==> src/asc_pkg.sv <==
`default_nettype none
package asc_pkg;

	// ==========================================
	// Register bus
	localparam int          ADDR_W      = 3;
	localparam int          DATA_W      = 16;
	localparam int          CHAR_W      = 9;
	localparam logic [2:0]  OFF_MODE    = 3'h0;
	localparam logic [2:0]  OFF_CTRL0   = 3'h1;
	localparam logic [2:0]  OFF_DIV     = 3'h2;
	localparam logic [2:0]  OFF_CTRL1   = 3'h3;
	localparam logic [2:0]  OFF_TXBUF   = 3'h4;
	localparam logic [2:0]  OFF_RXBUF   = 3'h5;
	localparam logic [2:0]  OFF_SHARED  = 3'h6;

	// ==========================================
	// Field positions
	localparam int          MODE_SMD_LSB = 0;
	localparam int          MODE_CLOCK_DIRECTION_SELECT   = 3;
	localparam int          MODE_STOP2   = 4;
	localparam int          MODE_PODD    = 5;
	localparam int          MODE_PEN     = 6;
	localparam int          MODE_POL     = 7;
	localparam int          C0_SRC_LSB   = 0;
	localparam int          C0_RTS_SEL   = 2;
	localparam int          C0_TXEPT     = 3;
	localparam int          C0_FLOW_OFF  = 4;
	localparam int          C0_OPEN_DR   = 5;
	localparam int          C0_MSB_FIRST = 7;
	localparam int          C1_TE        = 0;
	localparam int          C1_TBE       = 1;
	localparam int          C1_RE        = 2;
	localparam int          C1_RXF       = 3;
	localparam int          C1_IRS       = 4;
	localparam int          C1_INV       = 6;
	localparam int          RB_OVR       = 12;
	localparam int          RB_FRM       = 13;
	localparam int          RB_PAR       = 14;
	localparam int          RB_SUM       = 15;
	localparam int          SH_RCSP      = 6;

	// ==========================================
	// Reset values and codes
	localparam logic [7:0]  RST_MODE    = 8'h00;
	localparam logic [7:0]  RST_CTRL0   = 8'h00;
	localparam logic [7:0]  RST_DIV     = 8'h00;
	localparam logic [7:0]  RST_SHARED  = 8'h00;
	localparam logic [2:0]  SMD_7       = 3'h4;
	localparam logic [2:0]  SMD_8       = 3'h5;
	localparam logic [2:0]  SMD_9       = 3'h6;
	localparam logic [1:0]  SRC_DIV1    = 2'h0;
	localparam logic [1:0]  SRC_DIV2    = 2'h1;
	localparam logic [1:0]  SRC_DIV8    = 2'h2;
	localparam logic [1:0]  SRC_DIV32   = 2'h3;
	localparam logic [4:0]  PRE_DIV2    = 5'h01;
	localparam logic [4:0]  PRE_DIV8    = 5'h07;
	localparam logic [4:0]  PRE_DIV32   = 5'h1F;
	// Sixteen ticks per bit; start bit confirmed at the eighth
	localparam logic [3:0]  OVS_LAST    = 4'hF;
	localparam logic [3:0]  OVS_MID     = 4'h7;

	function automatic logic [3:0] char_len(input logic [2:0] smd);
		case (smd)
			SMD_7:   char_len = 4'h7;
			SMD_8:   char_len = 4'h8;
			SMD_9:   char_len = 4'h9;
			default: char_len = 4'h0;
		endcase
	endfunction

	function automatic logic [8:0] len_mask(input logic [3:0] len);
		case (len)
			4'h7:    len_mask = 9'h07F;
			4'h8:    len_mask = 9'h0FF;
			4'h9:    len_mask = 9'h1FF;
			default: len_mask = 9'h000;
		endcase
	endfunction

	// Reverses the low byte for most-significant-first shifting
	function automatic logic [8:0] order_bits(input logic [8:0] d, input logic msb);
		logic [8:0] r;
		r = d;
		if (msb) begin
			for (int i = 0; i < 8; i++) begin
				r[i] = d[7 - i];
			end
		end
		order_bits = r;
	endfunction

endpackage
`default_nettype wire

==> src/asc_baud_if.sv <==
`timescale 1ns/10ps
`default_nettype none
interface asc_baud_if;
	logic [1:0] src_sel;
	logic       ext_sel;
	logic [7:0] divisor;
	logic       tick16;

	modport gen  (input src_sel, input ext_sel, input divisor, output tick16);
	modport user (output src_sel, output ext_sel, output divisor, input tick16);
endinterface
`default_nettype wire

==> src/asc_channel.sv <==
// Behaviour
// - One start bit, then 7/8/9 data bits
// - Optional parity bit, odd or even
// - One or two stop bits
// - Internal rate is source over 16(n+1)
// - Source: clock /1, /2, /8, /32
// - External rate is pin clock over 16(n+1)
// - Flow: CTS gate, RTS output, or off
// - Send needs enable, data, and CTS low when the CTS gate is on
// - Receive needs enable and start bit
// - Select 0: interrupt on buffer load
// - Select 1: interrupt after last bit
// - Receive interrupt on buffer transfer
// - Overrun at bit before last stop
// - Overrun: buffer undefined, no interrupt
// - Framing error when stop bits missing
// - Parity error on wrong ones count
// - Summary flag ORs the three errors
// - LSB-first, or MSB-first for 8-bit characters
// - Data inversion spares start and stop
// - Line polarity inverts the RXD level always and the TXD level once the first transfer starts; CTS and RTS are not inverted
// - Channel 0 splits CTS and RTS pins
// - Transmit interrupt select bit placement
// - Mode codes 100, 101, 110
// - Buffers use bits 0..len-1
// - Output high until first transfer
`timescale 1ns/10ps
`default_nettype none
module asc_channel #(
	parameter int CHANNEL_ID = 0
) (
	input  wire logic                    clk,
	input  wire logic                    rst_b,
	input  wire logic [asc_pkg::ADDR_W-1:0] addr,
	input  wire logic [asc_pkg::DATA_W-1:0] wdata,
	input  wire logic                    wr,
	input  wire logic                    rd,
	output logic [asc_pkg::DATA_W-1:0]   rdata,
	input  wire logic                    rxd_i,
	output logic                         txd_o,
	output logic                         txd_oe,
	input  wire logic                    clk_pin_i,
	input  wire logic                    cts_b_i,
	input  wire logic                    alt_cts_b_i,
	output logic                         rts_b_o,
	output logic                         rts_oe,
	output logic                         tx_irq,
	output logic                         rx_irq
);
	import asc_pkg::*;

	typedef enum logic [4:0] {
		TX_IDLE  = 5'h01,
		TX_START = 5'h02,
		TX_DATA  = 5'h04,
		TX_PAR   = 5'h08,
		TX_STOP  = 5'h10
	} asc_tx_t;

	typedef enum logic [4:0] {
		RX_IDLE  = 5'h01,
		RX_START = 5'h02,
		RX_DATA  = 5'h04,
		RX_PAR   = 5'h08,
		RX_STOP  = 5'h10
	} asc_rx_t;

	asc_baud_if bif ();

	logic [7:0]        mode_r;
	logic [7:0]        ctrl0_r;
	logic [7:0]        div_r;
	logic [7:0]        shared_r;
	logic              te_r;
	logic              re_r;
	logic              irs2_r;
	logic              inv_r;
	logic [15:0]       rdata_r;
	logic [15:0]       rd_val;
	logic [CHAR_W-1:0] txbuf_r;
	logic              tbe_r;
	asc_tx_t           tx_state_r;
	logic [CHAR_W-1:0] tx_shift_r;
	logic [3:0]        tx_bit_r;
	logic [3:0]        tx_tick_r;
	logic              tx_par_r;
	logic              tx_started_r;
	logic              tx_irq_r;
	logic              txd_o_r;
	logic              txd_oe_r;
	asc_rx_t           rx_state_r;
	logic [CHAR_W-1:0] rx_data_r;
	logic [3:0]        rx_bit_r;
	logic [3:0]        rx_tick_r;
	logic              rx_pbit_r;
	logic              rx_frm_acc_r;
	logic              rx_ovr_frame_r;
	logic [CHAR_W-1:0] rxbuf_r;
	logic              rxf_r;
	logic              ovr_r;
	logic              frm_r;
	logic              par_r;
	logic              rx_irq_r;
	logic              rts_b_r;
	logic              rx_s1_r;
	logic              rx_s2_r;
	logic              cts_s1_r;
	logic              cts_s2_r;
	logic              acts_s1_r;
	logic              acts_s2_r;
	logic [3:0]        len;
	logic [8:0]        mask;
	logic              async_ok;
	logic              pen;
	logic              podd;
	logic              stop2;
	logic              pol;
	logic              msb_first;
	logic              irs;
	logic              sep;
	logic              flow_on;
	logic              cts_gate;
	logic              cts_lvl;
	logic              tx_go;
	logic              tx_bit_end;
	logic [CHAR_W-1:0] tx_frame;
	logic              tx_line;
	logic              rx_lvl;
	logic              rx_samp;
	logic              rx_pre_last;
	logic [CHAR_W-1:0] rx_char;
	logic              rx_perr;

	// ==========================================
	// Configuration decode
	// only the three asynchronous codes enable the channel
	assign len       = char_len(mode_r[MODE_SMD_LSB +: 3]);
	assign mask      = len_mask(len);
	assign async_ok  = (len != 4'h0);
	assign pen       = mode_r[MODE_PEN];
	assign podd      = mode_r[MODE_PODD];
	assign stop2     = mode_r[MODE_STOP2];
	assign pol       = mode_r[MODE_POL];
	// order applies to 8-bit characters only
	assign msb_first = ctrl0_r[C0_MSB_FIRST] && (len == 4'h8);
	// channels 0 and 1 use the shared register, channel 2 its own
	assign irs       = (CHANNEL_ID == 2) ? irs2_r : ((CHANNEL_ID == 0) ? shared_r[0] : shared_r[1]);
	// split pins on channel 0 only
	assign sep       = (CHANNEL_ID == 0) && shared_r[SH_RCSP];
	assign flow_on   = ~ctrl0_r[C0_FLOW_OFF];
	assign cts_gate  = flow_on && (~ctrl0_r[C0_RTS_SEL] || sep);
	assign cts_lvl   = sep ? acts_s2_r : cts_s2_r;

	assign bif.src_sel = ctrl0_r[C0_SRC_LSB +: 2];
	assign bif.ext_sel = mode_r[MODE_CLOCK_DIRECTION_SELECT];
	assign bif.divisor = div_r;

	asc_baud_gen u_baud (
		.clk       (clk),
		.rst_b     (rst_b),
		.clk_pin_i (clk_pin_i),
		.bif       (bif)
	);

	// ==========================================
	// Pin synchronisers
	always_ff @(posedge clk or negedge rst_b) begin
		if (!rst_b) begin
			rx_s1_r   <= 1'b1;
			rx_s2_r   <= 1'b1;
			cts_s1_r  <= 1'b1;
			cts_s2_r  <= 1'b1;
			acts_s1_r <= 1'b1;
			acts_s2_r <= 1'b1;
		end else begin
			rx_s1_r   <= rxd_i;
			rx_s2_r   <= rx_s1_r;
			cts_s1_r  <= cts_b_i;
			cts_s2_r  <= cts_s1_r;
			acts_s1_r <= alt_cts_b_i;
			acts_s2_r <= acts_s1_r;
		end
	end

	// ==========================================
	// Configuration registers
	always_ff @(posedge clk or negedge rst_b) begin
		if (!rst_b) begin
			mode_r   <= RST_MODE;
			ctrl0_r  <= RST_CTRL0;
			div_r    <= RST_DIV;
			shared_r <= RST_SHARED;
			te_r     <= 1'b0;
			re_r     <= 1'b0;
			irs2_r   <= 1'b0;
			inv_r    <= 1'b0;
		end else if (wr) begin
			case (addr)
				OFF_MODE:   mode_r   <= wdata[7:0];
				OFF_CTRL0:  ctrl0_r  <= wdata[7:0];
				OFF_DIV:    div_r    <= wdata[7:0];
				OFF_SHARED: shared_r <= wdata[7:0];
				OFF_CTRL1: begin
					te_r   <= wdata[C1_TE];
					re_r   <= wdata[C1_RE];
					irs2_r <= wdata[C1_IRS];
					inv_r  <= wdata[C1_INV];
				end
				default: ;
			endcase
		end
	end

	// ==========================================
	// Read port, data valid only in the cycle after the strobe
	always_comb begin
		rd_val = 16'h0000;
		case (addr)
			OFF_MODE:   rd_val[7:0] = mode_r;
			OFF_CTRL0: begin
				rd_val[7:0]      = ctrl0_r;
				rd_val[C0_TXEPT] = (tx_state_r == TX_IDLE);
			end
			OFF_DIV:    rd_val[7:0] = div_r;
			OFF_CTRL1: begin
				rd_val[C1_TE]  = te_r;
				rd_val[C1_TBE] = tbe_r;
				rd_val[C1_RE]  = re_r;
				rd_val[C1_RXF] = rxf_r;
				rd_val[C1_IRS] = irs2_r;
				rd_val[C1_INV] = inv_r;
			end
			OFF_RXBUF: begin
				rd_val[CHAR_W-1:0] = rxbuf_r;
				rd_val[RB_OVR]     = ovr_r;
				rd_val[RB_FRM]     = frm_r;
				rd_val[RB_PAR]     = par_r;
				rd_val[RB_SUM]     = ovr_r | frm_r | par_r;
			end
			OFF_SHARED: rd_val[7:0] = shared_r;
			default: ;
		endcase
	end

	always_ff @(posedge clk or negedge rst_b) begin
		if (!rst_b) begin
			rdata_r <= 16'h0000;
		end else begin
			rdata_r <= rd ? rd_val : 16'h0000;
		end
	end

	// ==========================================
	// Transmitter
	// start condition
	assign tx_go      = (tx_state_r == TX_IDLE) && async_ok && te_r && ~tbe_r && ~(cts_gate && cts_lvl);
	assign tx_bit_end = bif.tick16 && (tx_tick_r == OVS_LAST);
	// order, then invert only the used data bits
	assign tx_frame   = (order_bits(txbuf_r, msb_first) ^ (inv_r ? mask : 9'h000)) & mask;

	always_ff @(posedge clk or negedge rst_b) begin
		if (!rst_b) begin
			tx_state_r   <= TX_IDLE;
			tx_shift_r   <= 9'h000;
			tx_bit_r     <= 4'h0;
			tx_tick_r    <= 4'h0;
			tx_par_r     <= 1'b0;
			tx_started_r <= 1'b0;
			tx_irq_r     <= 1'b0;
			tbe_r        <= 1'b1;
			txbuf_r      <= 9'h000;
		end else begin
			tx_irq_r <= 1'b0;
			if (tx_state_r != TX_IDLE && bif.tick16) begin
				tx_tick_r <= tx_tick_r + 4'h1;
			end
			if (!async_ok) begin
				tx_state_r   <= TX_IDLE;
				tx_started_r <= 1'b0;
			end else begin
				unique case (tx_state_r)
					TX_IDLE: begin
						if (tx_go) begin
							tx_shift_r   <= tx_frame;
							// parity sense over the bits as sent
							tx_par_r     <= (^tx_frame) ^ podd;
							tx_tick_r    <= 4'h0;
							tx_state_r   <= TX_START;
							tx_started_r <= 1'b1;
							tbe_r        <= 1'b1;
							if (!irs) begin
								tx_irq_r <= 1'b1;
							end
						end
					end
					TX_START: begin
						if (tx_bit_end) begin
							tx_bit_r   <= 4'h0;
							tx_state_r <= TX_DATA;
						end
					end
					TX_DATA: begin
						if (tx_bit_end) begin
							tx_shift_r <= tx_shift_r >> 1;
							tx_bit_r   <= tx_bit_r + 4'h1;
							if (tx_bit_r == len - 4'h1) begin
								tx_bit_r   <= 4'h0;
								tx_state_r <= pen ? TX_PAR : TX_STOP;
							end
						end
					end
					TX_PAR: begin
						if (tx_bit_end) begin
							tx_state_r <= TX_STOP;
						end
					end
					TX_STOP: begin
						if (tx_bit_end) begin
							tx_bit_r <= tx_bit_r + 4'h1;
							if (tx_bit_r == {3'h0, stop2}) begin
								tx_state_r <= TX_IDLE;
								if (irs) begin
									tx_irq_r <= 1'b1;
								end
							end
						end
					end
				endcase
			end
			// A write in the load cycle keeps its new data pending
			if (wr && addr == OFF_TXBUF) begin
				txbuf_r <= wdata[CHAR_W-1:0] & mask;
				tbe_r   <= 1'b0;
			end
		end
	end

	always_comb begin
		unique case (tx_state_r)
			TX_START: tx_line = 1'b0;
			TX_DATA:  tx_line = tx_shift_r[0];
			TX_PAR:   tx_line = tx_par_r;
			default:  tx_line = 1'b1;
		endcase
	end

	// line high before first frame, then polarity applied
	always_ff @(posedge clk or negedge rst_b) begin
		if (!rst_b) begin
			txd_o_r  <= 1'b1;
			txd_oe_r <= 1'b0;
		end else if (ctrl0_r[C0_OPEN_DR]) begin
			txd_o_r  <= 1'b0;
			txd_oe_r <= tx_started_r && ~(tx_line ^ pol);
		end else begin
			txd_o_r  <= tx_started_r ? (tx_line ^ pol) : 1'b1;
			txd_oe_r <= 1'b1;
		end
	end

	// ==========================================
	// Receiver
	// input polarity
	assign rx_lvl      = rx_s2_r ^ pol;
	// sample at the centre of each bit
	assign rx_samp     = bif.tick16 && (rx_tick_r == OVS_LAST);
	assign rx_pre_last = (rx_state_r == RX_DATA && rx_bit_r == len - 4'h1 && !pen && !stop2)
	                   || (rx_state_r == RX_PAR && !stop2)
	                   || (rx_state_r == RX_STOP && rx_bit_r == 4'h0 && stop2);
	assign rx_char     = order_bits((rx_data_r ^ (inv_r ? mask : 9'h000)) & mask, msb_first);
	// ones over character and parity against the sense
	assign rx_perr     = pen && (((^(rx_data_r & mask)) ^ rx_pbit_r) != podd);

	always_ff @(posedge clk or negedge rst_b) begin
		if (!rst_b) begin
			rx_state_r     <= RX_IDLE;
			rx_data_r      <= 9'h000;
			rx_bit_r       <= 4'h0;
			rx_tick_r      <= 4'h0;
			rx_pbit_r      <= 1'b0;
			rx_frm_acc_r   <= 1'b0;
			rx_ovr_frame_r <= 1'b0;
			rxbuf_r        <= 9'h000;
			rxf_r          <= 1'b0;
			ovr_r          <= 1'b0;
			frm_r          <= 1'b0;
			par_r          <= 1'b0;
			rx_irq_r       <= 1'b0;
		end else begin
			rx_irq_r <= 1'b0;
			if (rd && addr == OFF_RXBUF) begin
				rxf_r <= 1'b0;
			end
			if (wr && addr == OFF_CTRL1 && !wdata[C1_RE]) begin
				ovr_r <= 1'b0;
				frm_r <= 1'b0;
				par_r <= 1'b0;
			end
			if (rx_state_r != RX_IDLE && bif.tick16) begin
				rx_tick_r <= rx_tick_r + 4'h1;
			end
			// overrun at the bit before the last stop
			if (rx_samp && rx_pre_last && rxf_r) begin
				ovr_r          <= 1'b1;
				rx_ovr_frame_r <= 1'b1;
			end
			if (!async_ok) begin
				rx_state_r <= RX_IDLE;
			end else begin
				unique case (rx_state_r)
					RX_IDLE: begin
						if (re_r && !rx_lvl) begin
							rx_tick_r      <= 4'h0;
							rx_frm_acc_r   <= 1'b0;
							rx_ovr_frame_r <= 1'b0;
							rx_data_r      <= 9'h000;
							rx_state_r     <= RX_START;
						end
					end
					// confirm start bit near its middle
					RX_START: begin
						if (bif.tick16 && rx_tick_r == OVS_MID) begin
							rx_tick_r  <= 4'h0;
							rx_bit_r   <= 4'h0;
							rx_state_r <= rx_lvl ? RX_IDLE : RX_DATA;
						end
					end
					RX_DATA: begin
						if (rx_samp) begin
							rx_data_r[rx_bit_r] <= rx_lvl;
							rx_bit_r            <= rx_bit_r + 4'h1;
							if (rx_bit_r == len - 4'h1) begin
								rx_bit_r   <= 4'h0;
								rx_state_r <= pen ? RX_PAR : RX_STOP;
							end
						end
					end
					RX_PAR: begin
						if (rx_samp) begin
							rx_pbit_r  <= rx_lvl;
							rx_state_r <= RX_STOP;
						end
					end
					RX_STOP: begin
						if (rx_samp) begin
							rx_bit_r     <= rx_bit_r + 4'h1;
							rx_frm_acc_r <= rx_frm_acc_r | ~rx_lvl;
							if (rx_bit_r == {3'h0, stop2}) begin
								rx_state_r <= RX_IDLE;
								// buffer overwritten, content undefined on overrun
								rxbuf_r    <= rx_char;
								rxf_r      <= 1'b1;
								frm_r      <= rx_frm_acc_r | ~rx_lvl;
								par_r      <= rx_perr;
								rx_irq_r   <= ~(rx_ovr_frame_r || (rx_pre_last && rxf_r));
							end
						end
					end
				endcase
			end
		end
	end

	// request-to-send: low while a character can be accepted
	always_ff @(posedge clk or negedge rst_b) begin
		if (!rst_b) begin
			rts_b_r <= 1'b1;
		end else begin
			rts_b_r <= ~(re_r && ~rxf_r);
		end
	end

	// ==========================================
	// Outputs
	assign rdata   = rdata_r;
	assign txd_o   = txd_o_r;
	assign txd_oe  = txd_oe_r;
	assign rts_b_o = rts_b_r;
	// pin released to general I/O when flow control is off
	assign rts_oe  = flow_on && (ctrl0_r[C0_RTS_SEL] || sep);
	assign tx_irq  = tx_irq_r;
	assign rx_irq  = rx_irq_r;
endmodule
`default_nettype wire

==> src/asc_baud_gen.sv <==
`timescale 1ns/10ps
`default_nettype none
module asc_baud_gen (
	input  wire logic   clk,
	input  wire logic   rst_b,
	input  wire logic   clk_pin_i,
	asc_baud_if.gen     bif
);
	import asc_pkg::*;

	logic       pin_s1_r;
	logic       pin_s2_r;
	logic       pin_s3_r;
	logic [4:0] pre_r;
	logic [7:0] div_cnt_r;
	logic       tick_r;
	logic       int_tick;
	logic       src_tick;

	// ==========================================
	// External clock pin, synchronised then edge detected
	always_ff @(posedge clk or negedge rst_b) begin
		if (!rst_b) begin
			pin_s1_r <= 1'b0;
			pin_s2_r <= 1'b0;
			pin_s3_r <= 1'b0;
		end else begin
			pin_s1_r <= clk_pin_i;
			pin_s2_r <= pin_s1_r;
			pin_s3_r <= pin_s2_r;
		end
	end

	// ==========================================
	// Prescaler
	always_ff @(posedge clk or negedge rst_b) begin
		if (!rst_b) begin
			pre_r <= 5'h00;
		end else begin
			pre_r <= pre_r + 5'h01;
		end
	end

	always_comb begin
		unique case (bif.src_sel)
			SRC_DIV1:  int_tick = 1'b1;
			SRC_DIV2:  int_tick = (pre_r[0] == PRE_DIV2[0]);
			SRC_DIV8:  int_tick = (pre_r[2:0] == PRE_DIV8[2:0]);
			SRC_DIV32: int_tick = (pre_r == PRE_DIV32);
		endcase
	end

	// external pin clock replaces the internal source
	assign src_tick = bif.ext_sel ? (pin_s2_r & ~pin_s3_r) : int_tick;

	// ==========================================
	// divide by n+1; the channel divides by sixteen more
	always_ff @(posedge clk or negedge rst_b) begin
		if (!rst_b) begin
			div_cnt_r <= 8'h00;
			tick_r    <= 1'b0;
		end else begin
			tick_r <= 1'b0;
			if (src_tick) begin
				if (div_cnt_r == 8'h00) begin
					div_cnt_r <= bif.divisor;
					tick_r    <= 1'b1;
				end else begin
					div_cnt_r <= div_cnt_r - 8'h01;
				end
			end
		end
	end

	assign bif.tick16 = tick_r;
endmodule
`default_nettype wire

==> config.mk <==
export PLATFORM = sky130hd
export DESIGN_NAME = asc_channel
export DESIGN_NICKNAME = d
export VERILOG_FILES = /design/src/asc_pkg.sv /design/src/asc_baud_if.sv /design/src/asc_channel.sv /design/src/asc_baud_gen.sv
export SDC_FILE = /design/constraint.sdc
export NUM_CORES = 1
export LEC_CHECK = 0
export ABC_CLOCK_PERIOD_IN_PS = 3500
export BUFFER_PORTS_ARGS = -buffer_cell sky130_fd_sc_hd__buf_2
export CAP_MARGIN = 20
export CORE_MARGIN = 2
export CORE_UTILIZATION = 45
export CTS_BUF_LIST = sky130_fd_sc_hd__clkbuf_16
export CTS_CLUSTER_SIZE = 20
export DETAILED_ROUTE_END_ITERATION = 6
export PLACE_DENSITY = 0.59
export SETUP_SLACK_MARGIN = 0.02
export SLEW_MARGIN = 25
export SYNTH_ARGS = -nofsm -noshare
export SYNTH_HDL_FRONTEND = slang
export SYNTH_SLANG_ARGS = --single-unit
==> constraint.sdc <==
create_clock -name clk -period 3.5 [get_ports clk]
set_clock_uncertainty 0.15 [all_clocks]
set_input_delay 0.7 -clock clk [delete_from_list [all_inputs] [get_ports clk]]
set_output_delay 0.7 -clock clk [all_outputs]
set_load 0.03 [all_outputs]
==> run metrics <==
status finished clean; Crit path buffers/inverters 0; worst r2r dst rx_bit_r[2]$_DFFE_PN0P_; Worst R2R Setup Slack approximately 1000 ps; Comb power frac between 20 and 25%; Mapped Area about 7700 um^2; Cell Area, Placed about 8100 um^2; DRT Wirelength between 15,000 and 20,000 um; layout cells sized above 1 roughly a fifth; total gr overflow 0; die height between 100 and 150 um; top cells by area, synth dfrtp_1, mux2_2, dfstp_2, o21ai_0, nand2_1; initial antenna violation count 0; Switching Share 31.15%; std cell rows 47; crit path DAT roughly 2700 ps; EDFF count, synth 0; DRC violations left 0; Power Dens Cells around 600 nW/um^2; CP required ~3700 ps; max incr delay on CP around 460 ps; first-pass detailed-route iteration total 7; Max Clock Freq 0.3995 GHz; Int Pwr ~0.0036 W; Final Cell Area a little under 9000 um^2; clock sinks 148; Placement Setup Slack 1003 ps; PostCTS Resize Cnt 0; ys async rst share 100.0%; period utilisation layout a little under three quarters; detailed placement HPWL roughly 13,000 um; CTS buffer count 17; Crit Path Class flip-flop to flip-flop; post-synth top area share 44.79%; top_reg_cell synth dfrtp_1; relative slew slack around half; die area approximately 18,000 um^2; synth warn 0; Hold Vio Cnt, Final 0; CP endpoint kind flip-flop; Max-Cap Viols 0; Synth-to-Final Area Change 13.45%; RSZ-0062 raised after global routing false; IR drop worst, VDD 0.3976 mV; leakage ~4.0 nW; vias in the first global route ~5.7k; count of different cell masters after synthesis 68; Fin Setup TNS 0 ps; diode count 0; drt initial violations 369; clock group share of total power around a third; Synth Register Bits roughly 150; Final WS setup between 900 and 1000 ps; core area 16,580 um^2; Post CTS Setup Buffer Count 0; final setup vio count 0; htree depth 4; PortBufs 38; RR Startpoint rx_state_r[1]$_DFFE_PN0P_; area leader, netlist dfrtp_1; GP Congestion 0.8933; Critical-path top delay cell a2111oi_0; Die Width around 130 um; initial core utilization between 40% and 50%; top post-synthesis cells by count dfrtp_1, nand2_1, o21ai_0; Sequential Power Share a little over two fifths; Worst setup SP type flip-flop; GRT Util Overall a little over a fifth; largest net degree at the start of global routing 77; fin crit period about 2500 ps; vias 5,684; Syn Inst Count about 740; CP top delay family compound AO/OA/AOI/OAI gates; Clock Latency Late Sink 420 ps; Worst Max-Slew Pin Slew about 730 ps; CTS clk-pin slew, worst paths around 60 ps; routed vias/inst roughly 5.6; pins over their slew limit 0; first-pass GRT wire length roughly 30,000 um; Worst R2R Path Depth 6; largest fanout on the critical path 14; crit path cell chain nor3_1 -> nand3b_1 -> a21boi_1 -> o211ai_2 -> a2111oi_0 -> a211o_1; Final #Nets approximately 800; count leader, synth dfrtp_1; CTS Buffer Depth 2; Switch Pwr between 0.0015 and 0.002 W; CTS tree done; Clk Tree Root Cell clkbuf_16; cts hold-fix bufs 0; Worst Hold Class input pin to asynchronous set/reset pin; share of the yosys chip area belonging to registers 48.57%; drt wl/cell about 18 um; I/O pins between 40 and 50; post-route ant nets 0; Post-Syn Area per Cell a little over 10 um^2
## cell families (layout without fill, tap and decap cells)
family,count (synthesis),in the layout,share of synthesized area (%)
AOI/OAI and AO/OA,169,169,14.44
xor gates and xnor gates,49,49,5.607
adders and majority gates,15,15,2.452
buffers and inverters,53,102,2.959
DFF,148,148,48.57
muxes,79,79,11.25
other,1,3,0.04900
and+or+nand+nor,228,228,14.68
## layer usage
layer  up-vias  wire length (um)  global-route usage, %
li1       2721                 -                      -
met1      2841              8330                  28.26
met2        96              8863                  34.95
met3        26               536                  3.930
met4         0               353                  6.725
met5         -                 0                      0
## per-stage QoR
stage	total power (W)	std cells	hold slack, ps	utilization (%)
floorplan	0.003098	744	181.2	-
global placement	0.003435	981	192.5	48.79
detailed placement	0.003479	981	196.8	48.79
CTS	0.005337	1013	185.8	52.36
global route	0.005575	1013	203.6	52.36
finish	0.005292	1013	156.9	52.36
## final cells by class
class                           instances  area, um^2
Tap cell                              220       275.3
Multi-Input combinational cell        543        3717
Sequential cell                       148        3717
Fill cell                            1506        7900
Clock buffer                           17       425.4
Inverter                               18       67.56
Timing Repair Buffer                   52       314.1
Clock inverter                         15       166.4
## placed cells by master, fill, tap and decap left out, types with 5 or more instances in the layout
cell and count:
dfrtp_1 137, and3_1 12, buf_2 37, nor2b_1 7
mux2_2 56, xnor2_1 29, inv_1 19, and3b_1 5
nor2_1 55, clkbuf_16 17, nor3_1 8, nand3b_1 6
o211ai_1 7, dfstp_2 11, nand3_1 26, a31oi_1 5
xor2_1 20, nand2_1 71, a222oi_1 5, a22o_1 14
ha_1 15, and2_1 7, o21ai_0 57, a21oi_1 33
buf_4 13, o31ai_1 6, nand2b_1 9, mux2i_1 23
## power groups by stage
stage	Clock [W]	Sequential, W	Combinational [W]
finish	0.00184	0.00228	0.00117
global route	0.00196	0.00231	0.00130
CTS	0.00188	0.00227	0.00119
detailed placement	0	0.00230	0.00118
global placement	0	0.00228	0.00115
floorplan	0	0.00222	0.000875
## state kept, by name, summed over array words and instances, names as in the netlist, 4 cells and up
register / count
rdata: 13
rx_data_r: 9
rxbuf_r: 9
tx_shift_r: 9
txbuf_r: 9
bif.divisor: 8
mode_r: 8
shared_r: 8
u_baud.div_cnt_r: 8
ctrl0_r: 7
rx_state_r: 5
tx_state_r: 5
u_baud.pre_r: 5
rx_bit_r: 4
rx_tick_r: 4
tx_bit_r: 4
tx_tick_r: 4
## worst max path at each step
stage | from | slack, ps | depth (start not counted) | end
floorplan | u_baud.div_cnt_r[0]$_DFFE_PN0N_ | 1210 | 9 | u_baud.div_cnt_r[4]$_DFFE_PN0N_
global placement | mode_r[1]$_DFFE_PN0P_ | 1030 | 7 | frm_r$_DFF_PN0_
detailed placement | addr[0] | 1000 | 5 | shared_r[3]$_DFFE_PN0P_
CTS | mode_r[1]$_DFFE_PN0P_ | 1000 | 7 | frm_r$_DFF_PN0_
global route | rx_state_r[1]$_DFFE_PN0P_ | 730 | 6 | rx_bit_r[2]$_DFFE_PN0P_
finish | rx_state_r[1]$_DFFE_PN0P_ | 1000 | 6 | rx_bit_r[2]$_DFFE_PN0P_
Power figures use the tool's default switching activity.
